[config.mk]
export PLATFORM = sky130hd
export DESIGN_NAME = spc_promo_framer
export DESIGN_NICKNAME = d
export VERILOG_FILES = /design/src/spc_pkg.sv /design/src/spc_fifo.sv /design/src/spc_promo_framer.sv
export SDC_FILE = /design/constraint.sdc
export NUM_CORES = 1
export LEC_CHECK = 0
export BUFFER_PORTS_ARGS = -buffer_cell sky130_fd_sc_hd__buf_4
export CORE_MARGIN = 2
export CORE_UTILIZATION = 55
export DETAILED_ROUTE_END_ITERATION = 12
export PLACE_DENSITY_LB_ADDON = 0.25
export SETUP_SLACK_MARGIN = 0.1
export SYNTH_ARGS = -nofsm -noshare
export SYNTH_HDL_FRONTEND = slang
export SYNTH_SLANG_ARGS = --single-unit
export TNS_END_PERCENT = 100
[constraint.sdc]
create_clock -name mclk -period 12.65 [get_ports mclk]
set_input_delay 0.6325 -clock mclk [delete_from_list [all_inputs] [get_ports mclk]]
set_output_delay 0.6325 -clock mclk [all_outputs]
set_load 0.05 [all_outputs]
[src/spc_pkg.sv]
// shared constants, field layouts and message types for the promotion packet framer
package spc_pkg;
    localparam logic [3:0]  SPC_CTYPE_PROMOTE  = 4'h3;
    localparam logic [7:0]  SPC_NSID_NONE      = 8'hFF;
    localparam int          SPC_SHORT_BITS     = 16;
    localparam int          SPC_LONG_BITS      = 88;
    localparam logic [6:0]  SPC_SHORT_LEN      = 7'h10;
    localparam logic [6:0]  SPC_LONG_LEN       = 7'h58;
    localparam int          SPC_POS_NEG        = 15;
    localparam int          SPC_POS_RES        = 14;
    localparam int          SPC_POS_RQ_HI      = 13;
    localparam int          SPC_POS_RQ_LO      = 11;
    localparam int          SPC_POS_TIME_HI    = 10;
    localparam int          SPC_POS_TIME_LO    = 8;
    localparam int          SPC_POS_NSID_HI    = 7;
    localparam int          SPC_POS_NSID_LO    = 0;
    localparam int          SPC_FIFO_DEPTH     = 8;

    typedef enum logic [2:0]
    {
        SPC_MSG_NONE        = 3'b000,
        SPC_MSG_SVC_REQ     = 3'b001,
        SPC_MSG_BASE_PROMO  = 3'b010,
        SPC_MSG_ACK         = 3'b011,
        SPC_MSG_BASE_REJ    = 3'b100,
        SPC_MSG_SVC_DEMOTE  = 3'b101,
        SPC_MSG_BASE_DEMOTE = 3'b110
    } spc_msg_t;

    typedef struct packed
    {
        logic        negativeFlag;
        logic [2:0]  requesterRxQuality;
        logic [2:0]  keepaliveTimeCode;
        logic [7:0]  newSwitchIdent;
        logic [47:0] needRequesterAddress;
        logic [7:0]  uplinkPathCost;
        logic [7:0]  downlinkPathCost;
        logic        directSwitchCapable;
        logic        multicastCapable;
        logic        robustnessMgmtCapable;
        logic        retxBufferingCapable;
    } spc_fields_t;

    typedef struct packed
    {
        logic        headerDownlinkBit;
        logic        longForm;
        spc_fields_t fields;
    } spc_frame_t;
endpackage : spc_pkg

[src/spc_fifo.sv]
// parameterised valid/ready fifo used on the transmit path
`timescale 1ns/1ps
module spc_fifo #(
    parameter int WIDTH = 8,
    parameter int DEPTH = 8
)(
    // clock and reset
    input  wire logic             mclk,
    input  wire logic             rstn,
    // fill side
    input  wire logic             inValid,
    output logic                  inReady,
    input  wire logic [WIDTH-1:0] inData,
    // drain side
    output logic                  outValid,
    input  wire logic             outReady,
    output logic [WIDTH-1:0]      outData
);
    localparam int AW = $clog2(DEPTH);
    logic [WIDTH-1:0] mem [DEPTH];
    logic [AW-1:0]    wrPtr_reg;
    logic [AW-1:0]    rdPtr_reg;
    logic [AW:0]      count_reg;
    wire              doWrite = inValid && inReady;
    wire              doRead  = outValid && outReady;

    logic [AW:0]      countNext;
    logic             inReady_reg;

    // ready comes from a flop so the framer's ready pin is registered too
    assign countNext = count_reg + (AW+1)'(doWrite) - (AW+1)'(doRead);
    assign inReady  = inReady_reg;
    assign outValid = count_reg != '0;
    assign outData  = mem[rdPtr_reg];

    always_ff @(posedge mclk)
    begin
        if (doWrite)
            mem[wrPtr_reg] <= inData;
    end

    always_ff @(posedge mclk or negedge rstn)
    begin
        if (!rstn)
        begin
            wrPtr_reg <= '0;
            rdPtr_reg <= '0;
            count_reg <= '0;
            inReady_reg <= 1'b1;
        end
        else
        begin
            if (doWrite)
                wrPtr_reg <= (wrPtr_reg == AW'(DEPTH-1)) ? '0 : wrPtr_reg + 1'b1;
            if (doRead)
                rdPtr_reg <= (rdPtr_reg == AW'(DEPTH-1)) ? '0 : rdPtr_reg + 1'b1;
            count_reg   <= countNext;
            inReady_reg <= countNext != (AW+1)'(DEPTH);
        end
    end
endmodule : spc_fifo

[src/spc_promo_framer.sv]
// promotion control packet framer: serialises and parses short and long forms
// Operation
// - packet kind is control type three
// - meaning set by direction and type fields
// - first bit is the negative flag
// - reserved bit after flag sent zero
// - three-bit requester receive quality field
// - three-bit keep-alive time code field
// - base promotion restarts the keep-alive timer
// - eight-bit new switch identifier field
// - 48-bit requester address only in request
// - uplink cost only in service request
// - downlink cost only in service request
// - four reserved bits before capabilities, zero
// - direct switch capability flag
// - multicast capability flag
// - robustness management capability flag
// - retransmission buffering capability flag
// - all other messages use short form
// - decode service request and acknowledge
// - decode base promotion message
// - decode base rejection
// - decode service demotion
// - decode base demotion
`timescale 1ns/1ps
module spc_promo_framer
    import spc_pkg::*;
#(
    parameter int FIFO_DEPTH = spc_pkg::SPC_FIFO_DEPTH
)(
    // clock and reset
    input  wire logic                mclk,
    input  wire logic                rstn,
    // transmit request from the mac
    input  wire logic                txValid,
    output logic                     txReady,
    input  wire spc_pkg::spc_frame_t txFrame,
    input  wire logic [3:0]          txControlType,
    // serial transmit stream
    output logic                     txBit,
    output logic                     txBitValid,
    output logic                     txLast,
    input  wire logic                txBitReady,
    // serial receive stream
    input  wire logic                rxBit,
    input  wire logic                rxBitValid,
    input  wire logic                rxLast,
    input  wire logic                rxHeaderDownlinkBit,
    input  wire logic [3:0]          rxControlType,
    // parsed message
    output logic                     rxMsgValid,
    output spc_pkg::spc_msg_t        rxMsgType,
    output spc_pkg::spc_fields_t     rxFields,
    output logic                     rxDropped,
    output logic                     keepaliveRestart
);
    import spc_pkg::*;

    localparam int FW = SPC_LONG_BITS + 2;

    // ---------------- transmit path ----------------
    typedef enum logic [1:0]
    {
        TX_IDLE  = 2'b00,
        TX_SHIFT = 2'b01
    } spc_txst_t;

    spc_txst_t                txState_reg;
    logic [SPC_LONG_BITS-1:0] txShift_reg;
    logic [6:0]               txLeft_reg;
    logic                     txBit_reg;
    logic                     txBitValid_reg;
    logic                     txLast_reg;

    // request words must carry the type; others are accepted but never written into the fifo
    wire txTypeOk = (txControlType == SPC_CTYPE_PROMOTE);

    // long form only for uplink request with no switch id
    wire txIsLong = !txFrame.headerDownlinkBit && !txFrame.fields.negativeFlag
                    && (txFrame.fields.newSwitchIdent == SPC_NSID_NONE);

    wire [SPC_LONG_BITS-1:0] txPacked = txIsLong
        ? {txFrame.fields.negativeFlag, 1'b0,
           txFrame.fields.requesterRxQuality,
           txFrame.fields.keepaliveTimeCode,
           txFrame.fields.newSwitchIdent,
           txFrame.fields.needRequesterAddress,
           txFrame.fields.uplinkPathCost,
           txFrame.fields.downlinkPathCost,
           4'h0,
           txFrame.fields.directSwitchCapable,
           txFrame.fields.multicastCapable,
           txFrame.fields.robustnessMgmtCapable,
           txFrame.fields.retxBufferingCapable}
        : {txFrame.fields.negativeFlag, 1'b0,
           txFrame.fields.requesterRxQuality,
           txFrame.fields.keepaliveTimeCode,
           txFrame.fields.newSwitchIdent, 72'h0};

    wire [FW-1:0] fifoIn = {txIsLong, 1'b1, txPacked};
    wire [FW-1:0] fifoOut;
    wire          fifoOutValid;
    wire          fifoInReady;
    wire          fifoPop = fifoOutValid && (txState_reg == TX_IDLE);

    // a frame of the wrong control type is consumed but never queued
    assign txReady = fifoInReady;

    spc_fifo #(
        .WIDTH (FW),
        .DEPTH (FIFO_DEPTH)
    ) u_txFifo (
        .mclk     (mclk),
        .rstn     (rstn),
        .inValid  (txValid && txTypeOk),
        .inReady  (fifoInReady),
        .inData   (fifoIn),
        .outValid (fifoOutValid),
        .outReady (fifoPop),
        .outData  (fifoOut)
    );

    wire txAdvance = (txState_reg == TX_SHIFT) && (!txBitValid_reg || txBitReady);

    always_ff @(posedge mclk or negedge rstn)
    begin
        if (!rstn)
        begin
            txState_reg    <= TX_IDLE;
            txShift_reg    <= '0;
            txLeft_reg     <= '0;
            txBit_reg      <= 1'b0;
            txBitValid_reg <= 1'b0;
            txLast_reg     <= 1'b0;
        end
        else if (fifoPop)
        begin
            txShift_reg <= fifoOut[SPC_LONG_BITS-1:0];
            txLeft_reg  <= fifoOut[FW-1] ? SPC_LONG_LEN : SPC_SHORT_LEN;
            txState_reg <= TX_SHIFT;
            // the previous frame's last bit may be taken on this very edge
            if (txBitReady)
            begin
                txBitValid_reg <= 1'b0;
                txLast_reg     <= 1'b0;
            end
        end
        else if (txAdvance)
        begin
            // msb first, one bit per accepted beat
            txBit_reg      <= txShift_reg[SPC_LONG_BITS-1];
            txShift_reg    <= {txShift_reg[SPC_LONG_BITS-2:0], 1'b0};
            txBitValid_reg <= 1'b1;
            txLast_reg     <= (txLeft_reg == 7'h01);
            txLeft_reg     <= txLeft_reg - 7'h01;
            if (txLeft_reg == 7'h01)
                txState_reg <= TX_IDLE;
        end
        else if (txBitReady)
        begin
            txBitValid_reg <= 1'b0;
            txLast_reg     <= 1'b0;
        end
    end

    assign txBit      = txBit_reg;
    assign txBitValid = txBitValid_reg;
    assign txLast     = txLast_reg;

    // ---------------- receive path ----------------
    logic [SPC_LONG_BITS-1:0] rxShift_reg;
    logic [6:0]               rxCount_reg;
    logic                     rxMsgValid_reg;
    spc_msg_t                 rxMsgType_reg;
    spc_fields_t              rxFields_reg;
    logic                     rxDropped_reg;
    logic                     keepalive_reg;

    wire [SPC_LONG_BITS-1:0] rxNext = {rxShift_reg[SPC_LONG_BITS-2:0], rxBit};
    wire [6:0]  rxLen   = rxCount_reg + 7'h01;
    wire        rxEnd   = rxBitValid && rxLast;
    wire        rxShort = (rxLen == SPC_SHORT_LEN);
    wire        rxLong  = (rxLen == SPC_LONG_LEN);
    wire [15:0] rxHead  = rxLong ? rxNext[SPC_LONG_BITS-1:SPC_LONG_BITS-16] : rxNext[15:0];
    wire        rNeg    = rxHead[SPC_POS_NEG];
    wire [7:0]  rNsid   = rxHead[SPC_POS_NSID_HI:SPC_POS_NSID_LO];
    wire        rNone   = (rNsid == SPC_NSID_NONE);
    wire        rDo     = rxHeaderDownlinkBit;

    // type decode from direction, negative flag and switch id
    wire isSvcReq  = !rDo && !rNeg && rNone;
    wire isAck     = !rDo && !rNeg && !rNone;
    wire isBasePro = rDo && !rNeg && !rNone;
    wire isBaseRej = rDo && rNeg && rNone;
    wire isSvcDem  = !rDo && rNeg && !rNone;
    wire isBaseDem = rDo && rNeg && !rNone;

    wire rxTypeOk  = (rxControlType == SPC_CTYPE_PROMOTE);
    // request must be long; every other message short
    wire rxLenOk   = isSvcReq ? rxLong : rxShort;
    wire rxDefined = isSvcReq | isAck | isBasePro | isBaseRej | isSvcDem | isBaseDem;
    wire rxAccept  = rxEnd && rxTypeOk && rxLenOk && rxDefined;

    wire spc_msg_t rxKind = isSvcReq  ? SPC_MSG_SVC_REQ :
                            isAck     ? SPC_MSG_ACK :
                            isBasePro ? SPC_MSG_BASE_PROMO :
                            isBaseRej ? SPC_MSG_BASE_REJ :
                            isSvcDem  ? SPC_MSG_SVC_DEMOTE :
                            isBaseDem ? SPC_MSG_BASE_DEMOTE : SPC_MSG_NONE;

    // optional fields read as zero when absent
    wire spc_fields_t rxParsed = '{
        negativeFlag:          rNeg,
        requesterRxQuality:    rxHead[SPC_POS_RQ_HI:SPC_POS_RQ_LO],
        keepaliveTimeCode:     rxHead[SPC_POS_TIME_HI:SPC_POS_TIME_LO],
        newSwitchIdent:        rNsid,
        needRequesterAddress:  rxLong ? rxNext[71:24] : 48'h0000_0000_0000,
        uplinkPathCost:        rxLong ? rxNext[23:16] : 8'h00,
        downlinkPathCost:      rxLong ? rxNext[15:8]  : 8'h00,
        directSwitchCapable:   rxLong & rxNext[3],
        multicastCapable:      rxLong & rxNext[2],
        robustnessMgmtCapable: rxLong & rxNext[1],
        retxBufferingCapable:  rxLong & rxNext[0]
    };

    always_ff @(posedge mclk or negedge rstn)
    begin
        if (!rstn)
        begin
            rxShift_reg    <= '0;
            rxCount_reg    <= '0;
            rxMsgValid_reg <= 1'b0;
            rxMsgType_reg  <= SPC_MSG_NONE;
            rxFields_reg   <= '0;
            rxDropped_reg  <= 1'b0;
            keepalive_reg  <= 1'b0;
        end
        else
        begin
            rxMsgValid_reg <= rxAccept;
            rxDropped_reg  <= rxEnd && !rxAccept;
            // base promotion restarts keep-alive like a base keep-alive
            keepalive_reg  <= rxAccept && isBasePro;
            if (rxBitValid)
            begin
                rxShift_reg <= rxNext;
                // saturate so an overlong stream still counts as bad length
                rxCount_reg <= rxEnd ? 7'h00 : ((rxCount_reg == 7'h7F) ? rxCount_reg : rxLen);
            end
            if (rxAccept)
            begin
                rxMsgType_reg <= rxKind;
                rxFields_reg  <= rxParsed;
            end
        end
    end

    assign rxMsgValid       = rxMsgValid_reg;
    assign rxMsgType        = rxMsgType_reg;
    assign rxFields         = rxFields_reg;
    assign rxDropped        = rxDropped_reg;
    assign keepaliveRestart = keepalive_reg;
endmodule : spc_promo_framer

Word-level counts from Yosys, hierarchy flattened
Memory sizes are Yosys's and may differ from the RTL's.
Index checks and enable logic that the tools add are counted.
{"block": "totals", "ram_bits": 704, "output_inout_bits": 93, "mem_count": 1, "latchBits": 0, "regBits": 294, "wordCells": 127, "romBits": 0, "inputBits": 101}
{"block": "op_classes", "bitwise_logic": 10, "add_sub_neg": 6, "mul": 0, "n_mux": 32, "div_mod_pow": 0, "n_shift": 0, "n_eq_ne": 13, "reduce_logical": 38, "magnitude_cmp": 0}
{"name": "u_txFifo.mem", "depth": 8, "width": 88, "rd": 1, "rd_ports_with_merged_regs": 0, "wr": 1, "line_no": "spc_fifo.sv:20", "text": "logic [WIDTH-1:0] mem [DEPTH];"}
{"operator": "2-to-1 mux 88 bit", "n": 2}
{"operator": "2-to-1 mux 72 bit", "n": 1}
{"operator": "2-to-1 mux 48 bit", "n": 1}
{"operator": "2-to-1 mux 7 bit", "n": 5}
{"operator": "2-to-1 mux 3 bit", "n": 8}
{"operator": "logical AND 1 bit", "n": 23}
{"operator": "equality test 8 bit, second input constant", "n": 2}
{"operator": "2-to-1 mux 16 bit", "n": 1}
{"operator": "2-to-1 mux 8 bit", "n": 2}
{"operator": "equality test 7 bit, second input constant", "n": 2}
{"operator": "2-to-1 mux 1 bit", "n": 9}
{"operator": "equality test 4 x 2 -> 1 bit, second input constant", "n": 2}
{"operator": "adder 7 x 1 -> 7 bit, second input constant", "n": 1}
{"operator": "equality test 7 x 1 -> 1 bit, second input constant", "n": 1}
{"operator": "equality test 7 x 5 -> 1 bit, second input constant", "n": 1}
{"operator": "zero test 1 bit", "n": 7}
{"operator": "subtractor 7 x 1 -> 7 bit, second input constant", "n": 1}
{"operator": "adder 3 x 1 -> 3 bit, second input constant", "n": 2}
{"operator": "equality test 3 bit, second input constant", "n": 2}
{"operator": "2-to-1 mux 2 bit", "n": 3}
{"operator": "AND reduction 2 bit", "n": 3}
{"operator": "bitwise OR 1 bit", "n": 5}
{"operator": "adder 4 x 1 -> 4 bit", "n": 1}
{"operator": "AND 1 bit", "n": 4}
{"operator": "9 further kinds", "n": 10}

Depth between registers and ports, before layout
{"block": "logic_depth", "depth_word": 14, "ltp_mapped": 13, "mapped_depth_nobuf": 11}

Modules after synthesis
Synthesis repeated with hierarchy kept, for this count alone.
{"block": "hier_totals", "cells_unflattened": 2096, "area_unflattened_um2": 39877.0}
{"module": "spc_fifo", "cells_per_inst": 1102, "n_inst": 1, "area_per_inst_um2": 28049.4}
{"module": "spc_promo_framer", "cells_per_inst": 994, "n_inst": 1, "area_per_inst_um2": 11827.6}

Worst setup path before layout
OpenSTA, ideal clock, no wires.
{"block": "synth_path", "kind": "register to register", "startpoint": "register u_txFifo.inReady_reg, in the netlist u_txFifo.inReady", "endpoint": "memory u_txFifo.mem[0][0] in the netlist's numbering (enable)", "path_buffers": 1, "required_time_ns": 12.021, "synth_period_minus_slack_ns": 7.780, "slack_ns": 4.870, "setup_ns": 0.629, "path_stages_with_launch": 6, "t_arrival_ns": 7.151, "path_cell_list": "dfstp_2 > nor4bb_1 > and3_1 > clkbuf_1 > nand2b_1 > nor3_1"}
{"block": "synth_between", "elab_chain_cells": 3}
{"element": "start, declared", "line_no": "spc_fifo.sv:28", "text": "logic inReady_reg;"}
{"element": "start signal, assigned", "line_no": "spc_fifo.sv:58", "text": "inReady_reg <= countNext != (AW+1)'(DEPTH);"}
{"element": "logical AND 1 bit", "line_no": "spc_fifo.sv:24", "text": "wire doWrite = inValid && inReady;"}
{"element": "named net u_txFifo.doWrite", "line_no": "spc_fifo.sv:24"}
{"element": "2-to-1 mux 1 bit", "line_no": "spc_fifo.sv:38", "text": "if (doWrite)"}
{"element": "2-to-1 mux 1 bit (implied by the code)", "line_no": "spc_fifo.sv:39", "text": "mem[wrPtr_reg] <= inData;"}
{"element": "end, declared", "line_no": "spc_fifo.sv:20"}
The timed path passes the listed nets, and every way through them passes these cells.

Worst setup path after layout
{"block": "layout_path", "startpoint": "register rxCount_reg[0]", "endpoint": "register rxFields_reg (netlist bit rxFields[50])"}
{"block": "layout_between", "elab_chain_cells": 12, "word_cells_on_any_way": 26, "classes_between": "add/sub (1); eq/ne (3); mux (3); bitwise (5); reduce/logical (14)"}
{"element": "start, declared", "line_no": "spc_promo_framer.sv:172", "text": "logic [6:0] rxCount_reg;"}
{"element": "start signal, assigned", "line_no": "spc_promo_framer.sv:248", "text": "rxCount_reg <= rxEnd ? 7'h00 : ((rxCount_reg == 7'h7F) ? rxCount_reg : rxLen);"}
{"element": "adder 7 x 1 -> 7 bit (*)", "line_no": "spc_promo_framer.sv:180", "text": "wire [6:0] rxLen = rxCount_reg + 7'h01;"}
{"element": "equality test 7 bit", "line_no": "spc_promo_framer.sv:183", "text": "wire rxLong = (rxLen == SPC_LONG_LEN);"}
{"element": "2-to-1 mux 16 bit", "line_no": "spc_promo_framer.sv:184", "text": "wire [15:0] rxHead = rxLong ? rxNext[SPC_LONG_BITS-1:SPC_LONG_BITS-16] : rxNext[15:0];"}
{"element": "equality test 8 bit / zero test 1 bit (equally long branches)"}
{"element": "zero test 1 bit / logical AND 1 bit (equally long branches)"}
{"element": "logical AND 1 bit (on tied branches)", "line_no": "spc_promo_framer.sv:192, spc_promo_framer.sv:191"}
{"element": "bitwise OR 1 bit (5 in series)", "line_no": "spc_promo_framer.sv:201", "text": "wire rxDefined = isSvcReq | isAck | isBasePro | isBaseRej | isSvcDem | isBaseDem;"}
{"element": "logical AND 1 bit", "line_no": "spc_promo_framer.sv:202", "text": "wire rxAccept = rxEnd && rxTypeOk && rxLenOk && rxDefined;"}
{"element": "end signal, assigned", "line_no": "spc_promo_framer.sv:253", "text": "rxFields_reg <= rxParsed;"}
{"element": "end, declared", "line_no": "spc_promo_framer.sv:175", "text": "spc_fields_t rxFields_reg;"}
Every way passes the cells marked *; elsewhere a longest branch is shown, timed or not.
A chain may end at the register's enable or synchronous reset.

==> run summary <==
Core region area -> 68,500 um2
Crit-path max FO -> 58
Fin crit period -> 4260 ps
Total length of routed wires -> 74,500 um
First-pass GRT wire length -> 116,000 um
Final setup violation count -> 0
Max VDD drop -> 0.111 mV
Global Route Usage Sum -> 21.4%
Synth top area share -> 53.1%
Pre-CTS setup slack -> 8380 ps
Largest cells by area after synthesis -> edfxtp_1, dfrtp_1, mux4_2, mux2_2, mux2i_1
Max Root-Sink Buffers -> 3
Inserted Clock Buffers -> 96
Final period utilization -> 33.7%
Cells on worst reg2reg path -> 9
Mapped Area -> 38,000 um2
Worst r2r dst -> rxFields[50]
Slew @ Worst Pin -> 1070 ps
Port bufs -> 192
Grt total ovfl -> 0
Vias -> 19,700
Nature of the critical path startpoint -> flop
Layout Cells excl Fill -> 3,353
Largest family of logic cells by synthesized area -> multiplexers
Initial antenna violation count -> 0
Mux cell area share after synthesis -> 16.4%
I/O pins -> 194
Compound-cell area share of the yosys netlist -> 3.22%
Max reg flops -> 672
Worst-path clk slew -> 60 ps
FFs w/ async S/R, synth -> 30.4%
Clk root buf -> clkbuf_16
Chip Height -> 267 um
Post-cts gate resize count -> 0
Routed wire length per instance -> 22.2 um
Reg2reg start -> rxCount_reg[0]
Die X -> 267 um
Synth Flop Type -> edfxtp_1
Critical Path RT -> 13,200 ps
Post-CTS Hold Buffers -> 0
Die ar. -> 71,300 um2
RSZ-0062 raised after global routing -> no
Leakage power -> 15.7 nW
Max cap viols -> 0
Remaining antenna violation count -> 0
P&R area growth vs syn -> 14.5%
Final Util -> 63.6%
Fmax -> 235 MHz
Syn_nets -> 2,305
NumNets Final -> 2,502
Data arrival, critical path -> 4810 ps
Number of synthesis warnings -> 0
CTS sink count -> 965
First drt pass iteration count -> 5
Drt via density -> 5.87
Slew Limit Headroom -> 28.4%
Total negative slack -> 0 ps
Fin worst setup slack -> 8390 ps
HP Class -> primary input to asynchronous set/reset pin
Placed cells -> 3,171
Sequential-to-total area share from yosys stat -> 72.4%
Setup Fix Bufs, Post-CTS -> 0
Cells after synthesis -> 2,190
Hold WS -> 18.5 ps
Cell taking the most area after synthesis -> edfxtp_1
Top post-synthesis cells by count -> edfxtp_1, dfrtp_1, nand2_1, mux4_2, mux2i_1
Synth Area in XOR/XNOR -> 0.273%
Critical path class -> flop to flop
Vias in the first global route -> 20,400
Crit end category -> flop
Final count of hold timing violations -> 0
Simple-Gate Fraction of Synth Area -> 5.11%
Most frequent cell after synthesis -> edfxtp_1
Synth Area in Adders -> 0.480%
Num rows -> 96
Placer's final routability congestion estimate -> 0.758
Seq cells post-synth -> 965
Initial core utilization -> 55.5%
Average size of a mapped cell -> 17.4 um2
Unique masters post-synth -> 52
Layout cells sized above 1 -> 26.7%
Power Dens Cells -> 185 nW/um2
Largest net degree at the start of global routing -> 145
Violation count after the first detailed-route iteration -> 1,554
CTS H-tree lvls -> 3
Worst skew pair latency -> 650 ps
Post-synth EDFFs -> 672
Max Slew Vio Count -> 0
CTS tree -> yes
Outcome -> finished clean
Worst Clk Skew -> 18.9 ps
DRC viols -> 0
Worst R2R Setup Slack -> 8390 ps
Post-DP HPWL -> 38,900 um
==> stage by stage <==
stage | total power [mW] | instance area [um2]
final | 8.04 | 43500
after global routing | 8.42 | 43500
after detailed placement | 5.37 | 40400
after CTS | 8.14 | 43500
after global placement | 5.32 | 40400
after floorplan | 4.97 | 38000
==> worst max-delay path: stages (launching register included) <==
cell and delay, ps:
dfrtp_1 420, ha_1 250, and2_1 190, and4_4 210, xnor2_2 180, nor3_4 850
mux2i_1 340, and4_4 590, buf_4 780, mux2i_1 270
==> power breakdown <==
| group | total (mW) | internal [mW] | switching [mW] |
|---|---|---|---|
| Sequential | 3.82 | 3.59 | 0.222 |
| Combinational | 1.47 | 0.713 | 0.759 |
| Clock | 2.75 | 1.60 | 1.16 |
==> final cells by class <==
| class | count | area (um2) |
|---|---|---|
| Antenna cell | 1 | 2.50 |
| Clock buffer | 154 | 2870 |
| Clock inverter | 27 | 240 |
| Fill cell | 4744 | 24900 |
| Inverter | 84 | 315 |
| Multi-Input combinational cell | 1014 | 9760 |
| Sequential cell | 965 | 27500 |
| Tap cell | 882 | 1100 |
| Timing Repair Buffer | 226 | 1720 |
==> cell families (layout without fill, tap and decap cells) <==
kind of cell             after synthesis  in the layout
flip-flops                           965            965
AO/OA/AOI/OAI                        195            195
buffers and inverters                211            491
other                                  0              1
adder cells (fa/ha/maj)               14             14
AND/OR/NAND/NOR                      397            397
XOR/XNOR                              11             11
multiplexers                         397            397
==> layout by cell type, fill, tap and decap left out, drive strengths merged, types with 9 or more instances in the layout <==
| cell | count |
|---|---|
| nor3 | 9 |
| a21oi | 39 |
| mux2i | 110 |
| clkbuf | 154 |
| nand3 | 14 |
| nor2 | 25 |
| and2 | 71 |
| inv | 87 |
| ha | 13 |
| mux2 | 119 |
| mux4 | 168 |
| nor2b | 49 |
| o21ai | 17 |
| nand2 | 199 |
| buf | 226 |
| o22ai | 32 |
| dfrtp | 292 |
| edfxtp | 672 |
| a211oi | 47 |
| a31oi | 48 |
| clkinv | 21 |
==> per-layer routing <==
metal  GRT usage (%)  vias to the layer above  part of all wire (%)
met5               0                        -                     0
met4            6.01                        0                   1.9
met3            3.21                      100                   4.8
met2            36.1                      530                    51
met1            29.2                    10300                    43
li1                -                     8754                     -
==> worst max path at each step <==
stage,startpoint,slack [ps],end
6_report,rxCount_reg[0],8390,rxFields[50]
5_1_grt,rxCount_reg[0],8070,rxFields[43]
4_1_cts,rxCount_reg[0],8360,rxFields[50]
3_5_place_dp,rxCount_reg[0],8380,rxFields[59]
3_3_place_gp,rxCount_reg[0],8550,rxFields[50]
2_1_floorplan,u_txFifo.inReady,4870,u_txFifo.mem[0][0]
No activity file was read; power rests on OpenSTA's default activity.
